`src/sdram_state_pkg.sv`:
```
// Package with command encodings, bank states and timing constants.
package sdram_state_pkg;

   // ==========================================================
   // Address field positions.
   localparam int ADDR_W = 12;
   localparam int BANK_BIT = 11;
   localparam int AUTO_PRE_BIT = 10;
   localparam int COL_W = 8;
   localparam int ROW_W = 11;

   // ==========================================================
   // Command codes on {csN, rasN, casN, weN}.
   localparam logic [3:0] CMD_NOP = 4'h7;
   localparam logic [3:0] CMD_BST = 4'h6;
   localparam logic [3:0] CMD_READ = 4'h5;
   localparam logic [3:0] CMD_WRITE = 4'h4;
   localparam logic [3:0] CMD_ACT = 4'h3;
   localparam logic [3:0] CMD_PRE = 4'h2;
   localparam logic [3:0] CMD_REF = 4'h1;
   localparam logic [3:0] CMD_MODE = 4'h0;

   // ==========================================================
   // Timing: row cycle time in ns and its cycle count at 200 MHz.
   localparam int CLK_PERIOD_PS = 5000;
   localparam int ROW_CYCLE_TIME_NS = 70;
   localparam int ROW_CYCLE_CYC_INT =
      (ROW_CYCLE_TIME_NS * 1000 + CLK_PERIOD_PS - 1) / CLK_PERIOD_PS;
   localparam logic [4:0] ROW_CYCLE_CYC = ROW_CYCLE_CYC_INT[4:0];

   // ==========================================================
   // Per-bank state and device power state.
   typedef enum logic [2:0] {
      BANK_IDLE, BANK_ACTIVE, BANK_READ, BANK_WRITE,
      READ_AUTOPRECHARGE_STATE, WRITE_AUTOPRECHARGE_STATE
   } bank_state_t;

   typedef enum logic [2:0] {
      PWR_NORMAL, PWR_SELF_REFRESH, PWR_SR_RECOVERY,
      PWR_POWER_DOWN, PWR_SUSPEND
   } power_state_t;

endpackage : sdram_state_pkg

```
`src/bank_state.sv`:
```
// One bank's command-driven state register.
`timescale 1ns/10ps
module bank_state
   import sdram_state_pkg::*;
#(
   parameter logic BANK_ID = 1'b0
) (
   input wire logic mclk,
   input wire logic resetn,
   input wire logic cmdValid,
   input wire logic [3:0] cmdCode,
   input wire logic [ADDR_W-1:0] addr,
   output bank_state_t bankState,
   output logic [ROW_W-1:0] openRow
);

   // ==========================================================
   // Decode.
   bank_state_t state_reg;
   bank_state_t state_next;
   logic [ROW_W-1:0] row_reg;
   wire logic isMine = (addr[BANK_BIT] == BANK_ID);
   wire logic autoPre = addr[AUTO_PRE_BIT];
   wire logic isBurst = (state_reg == BANK_READ) ||
      (state_reg == BANK_WRITE);
   wire logic canAccess = isBurst || (state_reg == BANK_ACTIVE);

   // Next state; commands illegal for the state leave it unchanged.
   always_comb begin
      state_next = state_reg;
      if (cmdValid) begin
         unique case (cmdCode)
            CMD_READ:
               if (isMine && canAccess) begin
                  state_next = autoPre ? READ_AUTOPRECHARGE_STATE
                                       : BANK_READ; // RQ10
               end
            CMD_WRITE:
               if (isMine && canAccess) begin
                  state_next = autoPre ? WRITE_AUTOPRECHARGE_STATE
                                       : BANK_WRITE; // RQ11
               end
            CMD_ACT:
               if (isMine && state_reg == BANK_IDLE) begin
                  state_next = BANK_ACTIVE; // RQ16
               end
            CMD_PRE:
               if (autoPre || isMine) begin
                  state_next = BANK_IDLE; // RQ15
               end
            CMD_BST:
               if (isBurst) begin
                  state_next = BANK_ACTIVE; // RQ17
               end
            default: state_next = state_reg;
         endcase
      end
   end

   // The bank holds its state through refresh and mode set, both idle.
   always_ff @(posedge mclk) begin
      if (!resetn) begin
         state_reg <= BANK_IDLE;
         row_reg <= '0;
      end else begin
         state_reg <= state_next;
         if (cmdValid && cmdCode == CMD_ACT && isMine &&
             state_reg == BANK_IDLE) begin
            row_reg <= addr[ROW_W-1:0]; // RQ16
         end
      end
   end

   assign bankState = state_reg;
   assign openRow = row_reg;

endmodule : bank_state

```
`src/sdram_cke_and_bank_command_state.sv`:
```
// Clock-enable power state machine and two-bank command tracking.
//
// Notes on behaviour
// RQ1 - A rising clock enable wakes the device from self-refresh, power-down, suspend.
// RQ2 - After self-refresh, idle follows row cycle time with only deselect or no-op.
// RQ3 - Clock enable falling in recovery with deselect or no-op enters power-down.
// RQ4 - Power-down ends on clock enable rise, holds while low, ignores inputs.
// RQ5 - Both banks idle first; clock enable low with refresh enters self-refresh.
// RQ6 - Outside idle and low-power states, clock enable falling suspends next cycle.
// RQ7 - Suspension ends the cycle after clock enable rises, holds while low.
// RQ8 - Controller waits the clock-enable setup interval before further commands.
// RQ9 - Controller presents a legal command on the cycle suspend begins.
// RQ10 - Read with bit 10 high enters auto-precharge read, else plain read.
// RQ11 - Write with bit 10 high enters auto-precharge write, else plain write.
// RQ12 - Read and write ignore column address bits 8 and 9.
// RQ13 - Controller idles both banks before refresh or mode set.
// RQ14 - Clock enable low with both banks idle enters power-down.
// RQ15 - Precharge with bit 10 high idles both banks, else the selected one.
// RQ16 - Activate opens the addressed row in an idle bank, making it active.
// RQ17 - Burst stop returns a bursting bank to row active.
`timescale 1ns/10ps
module sdram_cke_and_bank_command_state
   import sdram_state_pkg::*;
(
   input wire logic mclk,
   input wire logic resetn,
   input wire logic clkEnable,
   input wire logic csN,
   input wire logic rasN,
   input wire logic casN,
   input wire logic weN,
   input wire logic [ADDR_W-1:0] addr,
   output power_state_t powerState,
   output bank_state_t bank0State,
   output bank_state_t bank1State,
   output logic [ROW_W-1:0] bank0Row,
   output logic [ROW_W-1:0] bank1Row,
   output logic [COL_W-1:0] colAddr,
   output logic colBank,
   output logic readStart,
   output logic writeStart,
   output logic modeLoad,
   output logic [ADDR_W-1:0] modeCode,
   output logic illegalCmd
);

   // ==========================================================
   // Input synchronisers: all pins pass two flops before use.
   localparam int PIN_W = 5 + ADDR_W;
   logic [PIN_W-1:0] pinMeta_reg;
   logic [PIN_W-1:0] pinSync_reg;
   logic ckePrev_reg;

   always_ff @(posedge mclk) begin
      if (!resetn) begin
         pinMeta_reg <= '0;
         pinSync_reg <= '0;
         ckePrev_reg <= 1'b0;
      end else begin
         pinMeta_reg <= {clkEnable, csN, rasN, casN, weN, addr};
         pinSync_reg <= pinMeta_reg;
         ckePrev_reg <= pinSync_reg[PIN_W-1];
      end
   end

   // ==========================================================
   // Command decode on synchronised pins.
   wire logic ckeNow = pinSync_reg[PIN_W-1];
   wire logic [3:0] cmdCode = pinSync_reg[PIN_W-2:ADDR_W];
   wire logic [ADDR_W-1:0] addrS = pinSync_reg[ADDR_W-1:0];
   wire logic ckeRise = !ckePrev_reg && ckeNow;
   wire logic ckeFall = ckePrev_reg && !ckeNow;
   wire logic isNop = cmdCode[3] || (cmdCode == CMD_NOP);
   wire logic isBstNop = cmdCode[3] || cmdCode[3:1] == 3'b011;
   wire logic bothIdle = (bank0State == BANK_IDLE) &&
      (bank1State == BANK_IDLE);

   power_state_t pwr_reg;
   power_state_t pwr_next;
   logic [4:0] rcCount_reg;
   logic [4:0] rcCount_next;
   logic illegal_reg;
   logic illegal_next;

   // Commands reach the banks only in normal state with the clock
   // running; suspend freezes banks exactly as they stood.
   wire logic cmdValid = (pwr_reg == PWR_NORMAL) && ckePrev_reg &&
      !cmdCode[3]; // RQ6

   // ==========================================================
   // Power state machine.
   always_comb begin
      pwr_next = pwr_reg;
      rcCount_next = rcCount_reg;
      illegal_next = 1'b0;
      unique case (pwr_reg)
         PWR_NORMAL: begin
            if (ckeFall && bothIdle && cmdCode == CMD_REF) begin
               pwr_next = PWR_SELF_REFRESH; // RQ5
            end else if (ckeFall && bothIdle) begin
               pwr_next = PWR_POWER_DOWN; // RQ14
            end else if (ckeFall) begin
               pwr_next = PWR_SUSPEND; // RQ6
            end
         end
         PWR_SELF_REFRESH: begin
            // Wake is taken from the synchronised level edge.
            if (ckeRise) begin
               pwr_next = PWR_SR_RECOVERY; // RQ1
               rcCount_next = ROW_CYCLE_CYC;
               illegal_next = !isNop;
            end
         end
         PWR_SR_RECOVERY: begin
            if (!isNop) begin
               illegal_next = 1'b1; // RQ2
            end
            if (ckeFall && isNop) begin
               pwr_next = PWR_POWER_DOWN; // RQ3
            end else if (rcCount_reg <= 5'h01) begin
               pwr_next = PWR_NORMAL; // RQ2
               rcCount_next = 5'h00;
            end else begin
               rcCount_next = rcCount_reg - 5'h01;
            end
         end
         PWR_POWER_DOWN: begin
            if (ckeRise) begin
               pwr_next = PWR_NORMAL; // RQ4
            end
         end
         PWR_SUSPEND: begin
            if (ckeNow) begin
               pwr_next = PWR_NORMAL; // RQ7
            end
         end
      endcase
   end

   always_ff @(posedge mclk) begin
      if (!resetn) begin
         pwr_reg <= PWR_NORMAL;
         rcCount_reg <= 5'h00;
         illegal_reg <= 1'b0;
      end else begin
         pwr_reg <= pwr_next;
         rcCount_reg <= rcCount_next;
         illegal_reg <= illegal_next;
      end
   end

   // ==========================================================
   // One state tracker per bank.
   bank_state_t bankSt [2];
   logic [ROW_W-1:0] bankRow [2];
   genvar gi;
   generate
      for (gi = 0; gi < 2; gi++) begin : g_bank
         bank_state #(
            .BANK_ID(gi[0])
         ) u_bank (
            .mclk(mclk),
            .resetn(resetn),
            .cmdValid(cmdValid),
            .cmdCode(cmdCode),
            .addr(addrS),
            .bankState(bankSt[gi]),
            .openRow(bankRow[gi])
         );
      end
   endgenerate

   assign bank0State = bankSt[0];
   assign bank1State = bankSt[1];
   assign bank0Row = bankRow[0];
   assign bank1Row = bankRow[1];

   // ==========================================================
   // Column strobe outputs; bits 8 and 9 are dropped here.
   logic [COL_W-1:0] col_reg;
   logic colBank_reg;
   logic rd_reg;
   logic wr_reg;
   logic mode_reg;
   logic [ADDR_W-1:0] modeCode_reg;
   wire logic isRd = cmdValid && cmdCode == CMD_READ;
   wire logic isWr = cmdValid && cmdCode == CMD_WRITE;
   wire logic isMode = cmdValid && cmdCode == CMD_MODE && bothIdle;

   always_ff @(posedge mclk) begin
      if (!resetn) begin
         col_reg <= '0;
         colBank_reg <= 1'b0;
         rd_reg <= 1'b0;
         wr_reg <= 1'b0;
         mode_reg <= 1'b0;
         modeCode_reg <= '0;
      end else begin
         rd_reg <= isRd;
         wr_reg <= isWr;
         mode_reg <= isMode;
         if (isRd || isWr) begin
            col_reg <= addrS[COL_W-1:0]; // RQ12
            colBank_reg <= addrS[BANK_BIT];
         end
         if (isMode) begin
            modeCode_reg <= addrS;
         end
      end
   end

   assign powerState = pwr_reg;
   assign colAddr = col_reg;
   assign colBank = colBank_reg;
   assign readStart = rd_reg;
   assign writeStart = wr_reg;
   assign modeLoad = mode_reg;
   assign modeCode = modeCode_reg;
   assign illegalCmd = illegal_reg;

endmodule : sdram_cke_and_bank_command_state

```
`config.mk`:
```
export PLATFORM = sky130hd
export DESIGN_NAME = sdram_cke_and_bank_command_state
export DESIGN_NICKNAME = d
export VERILOG_FILES = /design/src/sdram_state_pkg.sv /design/src/bank_state.sv /design/src/sdram_cke_and_bank_command_state.sv
export SDC_FILE = /design/constraint.sdc
export NUM_CORES = 1
export LEC_CHECK = 0
export BUFFER_PORTS_ARGS = -buffer_cell sky130_fd_sc_hd__buf_2
export CAP_MARGIN = 5
export CORE_MARGIN = 4
export CORE_UTILIZATION = 40
export DETAILED_ROUTE_END_ITERATION = 16
export PLACE_DENSITY_LB_ADDON = 0.25
export SYNTH_ARGS = -nofsm -noshare
export SYNTH_HDL_FRONTEND = slang
export SYNTH_HIERARCHICAL = 1
export SYNTH_SLANG_ARGS = --single-unit
```
`constraint.sdc`:
```
create_clock -name mclk -period 2.5 [get_ports mclk]
set_clock_uncertainty 0.1 [all_clocks]
set_input_delay 0.5 -clock mclk [delete_from_list [all_inputs] [get_ports mclk]]
set_output_delay 0.5 -clock mclk [all_outputs]
set_load 0.03 [all_outputs]
```
==> run metrics, run 1 <==
layout cell share with drive strength beyond 1 24.8%; RSZ-0062 raised after global routing no; PostCTS Resize Cnt 0; Peak VDD IR 369 uV; First DRT Iteration DRCs 185; count of flip-flops with a built-in enable after synthesis 0; Leakage 2.10 nW; CTS root buf clkbuf_8; gr ovfl total 0; number of global-route vias before repair 2,924; Critical R2R Launch ckePrev_reg; Initial Util 41.6%; Top FF cell, synth dfxtp_1; core area 9330 um^2; initial antenna violation count 0; antenna viol nets, final 0; asr flop ratio synth 0%; ANT cells 0; max_cap viols 0; worst setup margin 0.240 ns; area grow syn2layout 18.5%; # nets final 499; Die Area 11,300 um^2; num rows 35; Vias/cell 4.96; Max Fclk 442 MHz; run status finished, final reports clean; minimum clock period 2.26 ns; syn_nets 421; Post-route DRC 0; number of synthesized register bits 96; Via Count 3,036; Max FO, Critical Path 11; Final Setup Violations 0; Met1 Routed Length 4390 um; critical path class flip-flop to flip-flop; Setup Slack @ Placement 0.317 ns; DRT Pass-1 Iters 4; Syn. warnings 6; Cell variety after synth 59; flop2flop setup slack 0.24 ns; met3 wire len 382 um; slew margin rel. 54.4%; CP required 2.65 ns; FF-to-FF End g_bank[1].u_bank/openRow[9]; period utilisation layout 90.4%; total power 2.87 mW; Skew-Pair Late Insertion Delay 0.35 ns; crit end category flip-flop; cells after synthesis 400; Setup TNS 0 ns; worst path arrival time 2.41 ns; CTS Hold Bufs 0; I/O pins 75; RePlAce Congestion 0.861; Hold Slack 0.243 ns; pin count of the biggest net entering global routing 42; CTS Buffer Depth 2; Sink Count 96; first-pass GRT wire length 14,700 um; sequential element share of the synthesized area 49.5%; Worst-Margin Slew 0.673 ns; startpoint types flip-flop; Post-Syn Area 3880 um^2; CP startpoint ckePrev_reg; met2 WL post-DR 3940 um; Final Hold Viols 0; worst r2r path cells 6; Die W 106 um; CTS tree done; Hold Crit Class input port to flip-flop; WL/cell 14.5 um; max reg flops 22; final WL 8860 um; total CTS buffers 9; clock transition at the registers of the reported paths 0.10 ns; Final Util 49.3%; max layer used met4; average size of a mapped cell 9.70 um^2; total track usage 16.1%; port bufs 74; Slew Viols, Final 0; DP HPWL 6260 um; # Post-CTS Setup Buffers 0; overall die height 106 um; Power Dens Cells 625 nW/um^2; CP endpoint g_bank[1].u_bank/openRow[9]; H-tree depth 3
-- per-layer routing --
metal	vias to the layer above	global-route usage [%]
met5	-	0
met4	0	6.67
met3	10	2.91
met2	62	24.3
met1	1407	22.7
li1	1557	-
-- where the power goes --
part	internal, mW	leakage [nW]	switching (mW)
clock	0.413	0.102	0.571
combinational	0.117	1.22	0.167
sequential	1.57	0.781	0.0339
-- stage by stage --
stage / instances / area (um^2)
final: 612 / 4600
after CTS: 612 / 4600
after global placement: 596 / 4400
after floorplan: 400 / 3880
after global routing: 612 / 4600
after detailed placement: 596 / 4400
-- critical path, cell delays in order, from the launching register on --
cell and delay (ns):
dfxtp_1 0.47, or4b_4 0.54, nor2_1 0.14, inv_1 0.09
or3b_4 0.51, mux2i_1 0.23, nor2b_1 0.07
-- cell usage after synthesis, types with 2 or more instances --
master | count | share of area (%)
dfxtp_1 | 96 | 50
mux2i_1 | 38 | 9.8
and2_1 | 35 | 5.6
nor2_1 | 33 | 3.2
a21oi_1 | 25 | 3.2
o21ai_0 | 17 | 2.2
nand2_1 | 16 | 1.5
nand3_1 | 15 | 1.9
clkbuf_1 | 13 | 1.3
nor2b_1 | 13 | 2.1
nor3_1 | 10 | 1.3
inv_1 | 9 | 0.87
nand2b_1 | 8 | 1.3
o211ai_1 | 6 | 1.2
buf_6 | 4 | 1.2
o21ai_1 | 4 | 0.52
a41oi_1 | 3 | 0.68
and3_1 | 3 | 0.48
nand3b_1 | 3 | 0.58
a31oi_1 | 2 | 0.32
ha_1 | 2 | 0.65
nor3b_1 | 2 | 0.39
nor4b_1 | 2 | 0.45
o21bai_1 | 2 | 0.39
or2_2 | 2 | 0.32
or3_1 | 2 | 0.32
or4b_2 | 2 | 0.52
or4b_4 | 2 | 0.71
-- worst min-delay path by stage --
stage	to	from	cells past startpoint	slack (ns)
finish	pinMeta_reg[6]	addr[6]	2	0.24
CTS	pinMeta_reg[7]	addr[7]	2	0.23
global route	pinMeta_reg[6]	addr[6]	2	0.22
global placement	pinSync_reg[4]	pinMeta_reg[4]	1	0.31
detailed placement	pinSync_reg[4]	pinMeta_reg[4]	1	0.32
floorplan	pinSync_reg[4]	pinMeta_reg[4]	1	0.31
-- area by class of cell --
cell class / instances / area, um^2
clock buffer: 10 / 138
clock inverter: 6 / 62.6
fill: 884 / 4730
inverter: 10 / 37.5
multi-input combinational: 274 / 1810
sequential: 96 / 1920
tap: 129 / 161
timing repair buffer: 87 / 468
-- cell families after synthesis --
kind of cell,after synthesis,share of synthesized area (%)
muxes,38,9.81
AOI/OAI and AO/OA,73,12.0
and+or+nand+nor,161,24.2
adders and majority gates,2,0.645
buffers and inverters,30,3.81
DFF,96,49.5
-- cell usage in the layout, fill, tap and decap left out, types with 3 or more instances in the layout --
cell type and count:
a21oi_1 25, a41oi_1 3, and2_1 35, and3_1 3, buf_2 74, buf_4 13, clkbuf_8 10, clkinv_4 3
dfxtp_1 96, inv_1 9, mux2i_1 38, nand2_1 16, nand2b_1 8, nand3_1 15, nand3b_1 3, nor2_1 33
nor2b_1 13, nor3_1 10, o211ai_1 6, o21ai_0 17, o21ai_1 4
Power figures use the tool's default switching activity.
==> inputs of run 2 (changes only) <==
--- a/config.mk
+++ b/config.mk
@@ -13,5 +13,4 @@
 export PLACE_DENSITY_LB_ADDON = 0.25
 export SYNTH_ARGS = -nofsm -noshare
 export SYNTH_HDL_FRONTEND = slang
-export SYNTH_HIERARCHICAL = 1
 export SYNTH_SLANG_ARGS = --single-unit
==> run metrics, run 2 <==
Die Area 10,800 um^2; first-pass GRT wire length 13,600 um; CTS Hold Bufs 0; Max Fclk 501 MHz; overall die height 104 um; initial antenna violation count 0; worst-path cell chain and4bb_2 > nor4_2 > a21oi_1 > a2111oi_4 > mux2i_1; I/O pins 75; minimum clock period 1.99 ns; post-layout instance area 4310 um^2; crit end category flip-flop; Final Hold Viols 0; Sw Pwr 687 uW; number of global-route vias before repair 2,700; Syn. warnings 0; max incr delay on CP 0.57 ns; Setup TNS 0 ns; Top Family by Delay on Critical Path compound AO/OA/AOI/OAI gates; clock transition at the registers of the reported paths 0.10 ns; gr ovfl total 0; asr flop ratio synth 0%; critical path class flip-flop to flip-flop; Cell variety after synth 46; CTS root buf clkbuf_8; Power Dens Cells 631 nW/um^2; WP buf/inv 0; synth top area cells dfxtp_1 52%, mux2i_1 10%, and2_1 6.1%; Post-Syn Area 3680 um^2; # nets final 469; RePlAce Congestion 0.826; First DRT Iteration DRCs 112; Post-route DRC 0; RSZ-0062 raised after global routing no; power share of the sequential group 58.6%; final WL 8030 um; slew margin rel. 65.3%; max reg flops 22; sequential element share of the synthesized area 52.3%; FILL cells 884; sw frac 25.3%; Hold Slack 0.235 ns; Worst-Margin Slew 0.513 ns; Skew-Pair Late Insertion Delay 0.36 ns; Area after DPL 4120 um^2; most frequent cells after synthesis 96 x dfxtp_1, 38 x mux2i_1, 37 x nand2_1, 37 x nor2_1, 36 x and2_1; Slew Viols, Final 0; layout cell share with drive strength beyond 1 24.1%; CP required 2.69 ns; # Post-CTS Setup Buffers 0; CP max stage cell dfxtp_1; Leakage 1.94 nW; clock share of power 36.4%; flop2flop setup slack 0.51 ns; Final Setup Violations 0; Final Util 48.7%; port bufs 74; num rows 34; DP HPWL 5740 um; area grow syn2layout 17.3%; ANT cells 0; Die W 104 um; syn_nets 399; commonest cells after routing, fill and taps aside 96 x dfxtp_1, 74 x buf_2, 38 x mux2i_1; top-count cell post-synth dfxtp_1; total CTS buffers 9; CTS tree done; Sink Count 96; antenna viol nets, final 0; count of flip-flops with a built-in enable after synthesis 0; worst path arrival time 2.19 ns; number of synthesized register bits 96; average size of a mapped cell 9.72 um^2; PostCTS Resize Cnt 0; max_cap viols 0; commonest non-fill, non-tap cell in the layout dfxtp_1; total track usage 15.4%; Peak VDD IR 264 uV; core area 8850 um^2; Vias/cell 4.91; CTS Buffer Depth 2; run status finished, final reports clean; Via Count 2,753; cells after synthesis 378; period utilisation layout 79.8%; pin count of the biggest net entering global routing 50; Max FO, Critical Path 11; H-tree depth 3; largest area contributor in the netlist dfxtp_1; startpoint types flip-flop; Hold Crit Class input port to flip-flop; Comb pwr share 5.0%; share of the synthesized area in the top cell type 52.3%; Int Power 2.03 mW; Initial Util 41.5%; Top FF cell, synth dfxtp_1; DRT Pass-1 Iters 4; WL/cell 14.3 um
## run 2: cell types whose count changed after synthesis, sizes merged, moves of 5 or more
| cell | previous run | this run |
|---|---|---|
| o21ai | 21 | 7 |
| nand2 | 16 | 37 |
| o211ai | 6 | 0 |
| nand3 | 15 | 8 |
| nor2 | 33 | 39 |
| nor3 | 10 | 5 |
| nor2b | 13 | 6 |
## run 2: cell type report
class / instances / area, um^2 / area share, %
clock inverter: 6 / 57.6 / 1.33
timing repair buffer: 80 / 415 / 9.63
inverter: 8 / 30.0 / 0.696
sequential: 96 / 1920 / 44.6
multi-input combinational: 253 / 1610 / 37.4
tap: 108 / 135 / 3.13
clock buffer: 10 / 138 / 3.19
## run 2: metal layers
metal / track usage [%] / share of wire, %
met2: 23.6 / 44
met4: 6.55 / 1.8
met3: 3.72 / 5.0
met5: 0 / 0
met1: 20.6 / 49
## run 2: cell families after synthesis
logic type / after synthesis / synth area share [%]
AOI/OAI and AO/OA: 51 / 9.09
xor gates and xnor gates: 1 / 0.238
adders and majority gates: 2 / 0.681
buffers and inverters: 29 / 3.81
DFF: 96 / 52.3
muxes: 39 / 10.7
and+or+nand+nor: 160 / 23.2
## run 2: worst paths after layout
path	depth (start not counted)	startpoint	to
worst max register to register	5	pinSync_reg[14]	g_bank[0].u_bank.bankState[2]
worst max-delay path	5	pinSync_reg[14]	g_bank[0].u_bank.bankState[2]
worst min register to register	1	pinMeta_reg[5]	pinSync_reg[5]
worst min-delay path	2	addr[2]	pinMeta_reg[2]
## run 2: per-stage QoR
| stage | total power [mW] | setup slack (ns) | std cells |
|---|---|---|---|
| floorplan | 1.72 | 0.600 | 378 |
| global placement | 1.76 | 0.641 | 545 |
| detailed placement | 1.77 | 0.536 | 545 |
| CTS | 2.75 | 0.511 | 561 |
| global route | 2.84 | 0.359 | 561 |
| finish | 2.72 | 0.506 | 561 |
## run 2: power by group through the flow
stage / clock (mW) / combinational (mW) / sequential (mW)
floorplan: 0 / 0.105 / 1.62
global placement: 0 / 0.136 / 1.63
detailed placement: 0 / 0.138 / 1.63
CTS: 1.02 / 0.138 / 1.59
global route: 1.09 / 0.155 / 1.60
finish: 0.990 / 0.137 / 1.59
==> inputs of run 3 (changes only) <==
--- a/config.mk
+++ b/config.mk
@@ -5,6 +5,7 @@
 export SDC_FILE = /design/constraint.sdc
 export NUM_CORES = 1
 export LEC_CHECK = 0
+export ABC_AREA = 1
 export BUFFER_PORTS_ARGS = -buffer_cell sky130_fd_sc_hd__buf_2
 export CAP_MARGIN = 5
 export CORE_MARGIN = 4
==> constraint.sdc (replaced) <==
create_clock -name mclk -period 1.6 [get_ports mclk]
set_clock_uncertainty 0.1 [all_clocks]
set_input_delay 0.32 -clock mclk [delete_from_list [all_inputs] [get_ports mclk]]
set_output_delay 0.32 -clock mclk [all_outputs]
set_load 0.03 [all_outputs]
==> run metrics, run 3 <==
ANT cells 0; total track usage 15.9%; port bufs 74; final WL 8550 um; worst setup margin 0.0843 ns; slew margin rel. 75.5%; CTS Buffer Depth 2; Area after DPL 4250 um^2; gr ovfl total 0; number of synthesized register bits 96; Hold Crit Class input port to flip-flop; Sw Pwr 1.67 mW; Initial Util 41.7%; max layer used met4; Leakage 2.34 nW; max_cap viols 0; DP HPWL 6150 um; total CTS buffers 9; sequential element share of the synthesized area 52.1%; Critical R2R Launch pinSync_reg[12]; clock share of power 29.3%; period utilisation layout 94.7%; area grow syn2layout 23.3%; Met1 Routed Length 4060 um; Cell variety after synth 24; max reg flops 22; sw frac 32.2%; clock transition at the registers of the reported paths 0.10 ns; met2 WL post-DR 3980 um; CP required 1.76 ns; flop2flop setup slack 0.08 ns; I/O pins 75; number of global-route vias before repair 2,978; commonest non-fill, non-tap cell in the layout dfxtp_1; crit end category flip-flop; worst path arrival time 1.67 ns; Finished Layout Cells 696; Syn. warnings 0; power share of the sequential group 50.6%; Comb pwr share 20.1%; Max FO, Critical Path 22; RePlAce Congestion 0.854; Worst-Margin Slew 0.364 ns; Final Hold Viols 0; Vias/cell 4.63; CTS root buf clkbuf_8; Int Power 3.52 mW; minimum clock period 1.52 ns; core area 8850 um^2; Final Setup Violations 0; pin count of the biggest net entering global routing 56; met3 wire len 340 um; DRT Pass-1 Iters 4; # nets final 604; first-pass GRT wire length 14,100 um; post-layout instance area 4540 um^2; placed instance count 678; asr flop ratio synth 0%; critical path class flip-flop to flip-flop; run status finished, final reports clean; num rows 34; H-tree depth 3; Setup Slack @ Placement -0.00673 ns; Top FF cell, synth dfxtp_1; share of the synthesized area in the top cell type 52.1%; initial antenna violation count 0; First DRT Iteration DRCs 191; antenna viol nets, final 0; Slew Viols, Final 0; worst r2r path cells 6; Power Dens Cells 1140 nW/um^2; syn_nets 519; largest area contributor in the netlist dfxtp_1; overall die height 104 um; Peak VDD IR 535 uV; Max Fclk 660 MHz; count of flip-flops with a built-in enable after synthesis 0; CTS tree done; hold path depth 3; synth top area cells dfxtp_1 52%, nand2_1 8.9%, inv_1 8.5%; Hold Path Sink pinMeta_reg[4]; Skew-Pair Late Insertion Delay 0.36 ns; Post-Syn Area 3690 um^2; min-delay src addr[4]; Sink Count 96; layout cell share with drive strength beyond 1 25.7%; Post-route DRC 0; Via Count 3,220; Setup TNS 0 ns; FF-to-FF End g_bank[0].u_bank.openRow[1]; cells after synthesis 498; top-count cell post-synth dfxtp_1; Die Area 10,800 um^2; WL/cell 12.3 um; commonest cells after routing, fill and taps aside 90 x dfxtp_1, 82 x nand2_1, 81 x inv_1; most frequent cells after synthesis 96 x dfxtp_1, 87 x nand2_1, 83 x inv_1, 65 x nor2_1, 40 x a21oi_1; total power 5.19 mW; average size of a mapped cell 7.40 um^2; Die W 104 um; startpoint types flip-flop
## run 3: changes by cell type in the layout (fill, tap and decap cells not counted), moves of 12 or more
cell,before,now
a21oi_1,27,40
and2_1,36,0
inv_1,8,81
mux2i_1,38,0
nand2_1,37,82
nand3_1,8,20
nor2_1,37,52
nor2_2,0,13
o21ai_1,0,40
## run 3: per-stage QoR
stage	hold slack [ns]	util, %
after global placement	0.295	48.0
after CTS	0.0150	50.3
after floorplan	0.290	-
final	0.0307	51.3
after detailed placement	0.298	48.0
after global routing	0.0234	51.3
## run 3: logic make-up (layout without fill, tap and decap cells)
logic type / Yosys count / after routing / share of synthesized area (%)
and+or+nand+nor: 195 / 195 / 22.3
buffers and inverters: 108 / 197 / 11.2
AOI/OAI and AO/OA: 96 / 97 / 13.4
DFF: 96 / 96 / 52.1
adders and majority gates: 2 / 2 / 0.679
xor gates and xnor gates: 1 / 1 / 0.238
## run 3: worst max-delay path by stage
| stage | start | endpoint | cells after the start |
|---|---|---|---|
| 2_1_floorplan | powerState[1] | rcCount_reg[4] | 7 |
| 3_3_place_gp | pinSync_reg[15] | modeCode[7] | 6 |
| 3_5_place_dp | pinSync_reg[12] | rcCount_reg[0] | 7 |
| 4_1_cts | pinSync_reg[15] | modeCode[7] | 6 |
| 5_1_grt | powerState[1] | g_bank[0].u_bank.bankState[2] | 9 |
| 6_report | pinSync_reg[12] | g_bank[0].u_bank.openRow[1] | 6 |
## run 3: power groups by stage
stage                     clock (mW)  combinational (mW)  sequential [mW]
after floorplan                    0               0.655             2.73
after global placement             0               0.991             2.66
after detailed placement           0                1.01             2.67
after CTS                       1.57                1.02             2.62
after global routing            1.67                1.20             2.64
final                           1.52                1.04             2.62
## run 3: critical path, cell delays in order, from the launching register on
cell	delay (ns)
dfxtp_2	0.40
nand2_1	0.13
nor2_2	0.20
nand4_1	0.15
buf_4	0.23
o21ai_0	0.15
a21oi_1	0.05
## run 3: per-layer routing
layer | global-route usage (%) | up-vias
met2 | 26.9 | 83
met1 | 20.2 | 1393
li1 | - | 1726
met3 | 2.67 | 18
met4 | 6.55 | 0
met5 | 0 | -
## run 3: layout make-up
| cell class | count | area, um^2 |
|---|---|---|
| well taps | 108 | 135 |
| inverters | 90 | 338 |
| repair buffers | 91 | 514 |
| flip-flops and latches | 96 | 1930 |
| clock inverters | 7 | 71.3 |
| fillers | 903 | 4310 |
| clock buffers | 9 | 124 |
| multi-input cells | 295 | 1430 |
## run 3: repair_timing
item	4_1_cts	5_1_grt
hold buffers	0	0
setup buffers	0	1
resized for setup	1	34
gates cloned	0	1
setup endpoints to repair	1	53
pin swaps	0	6
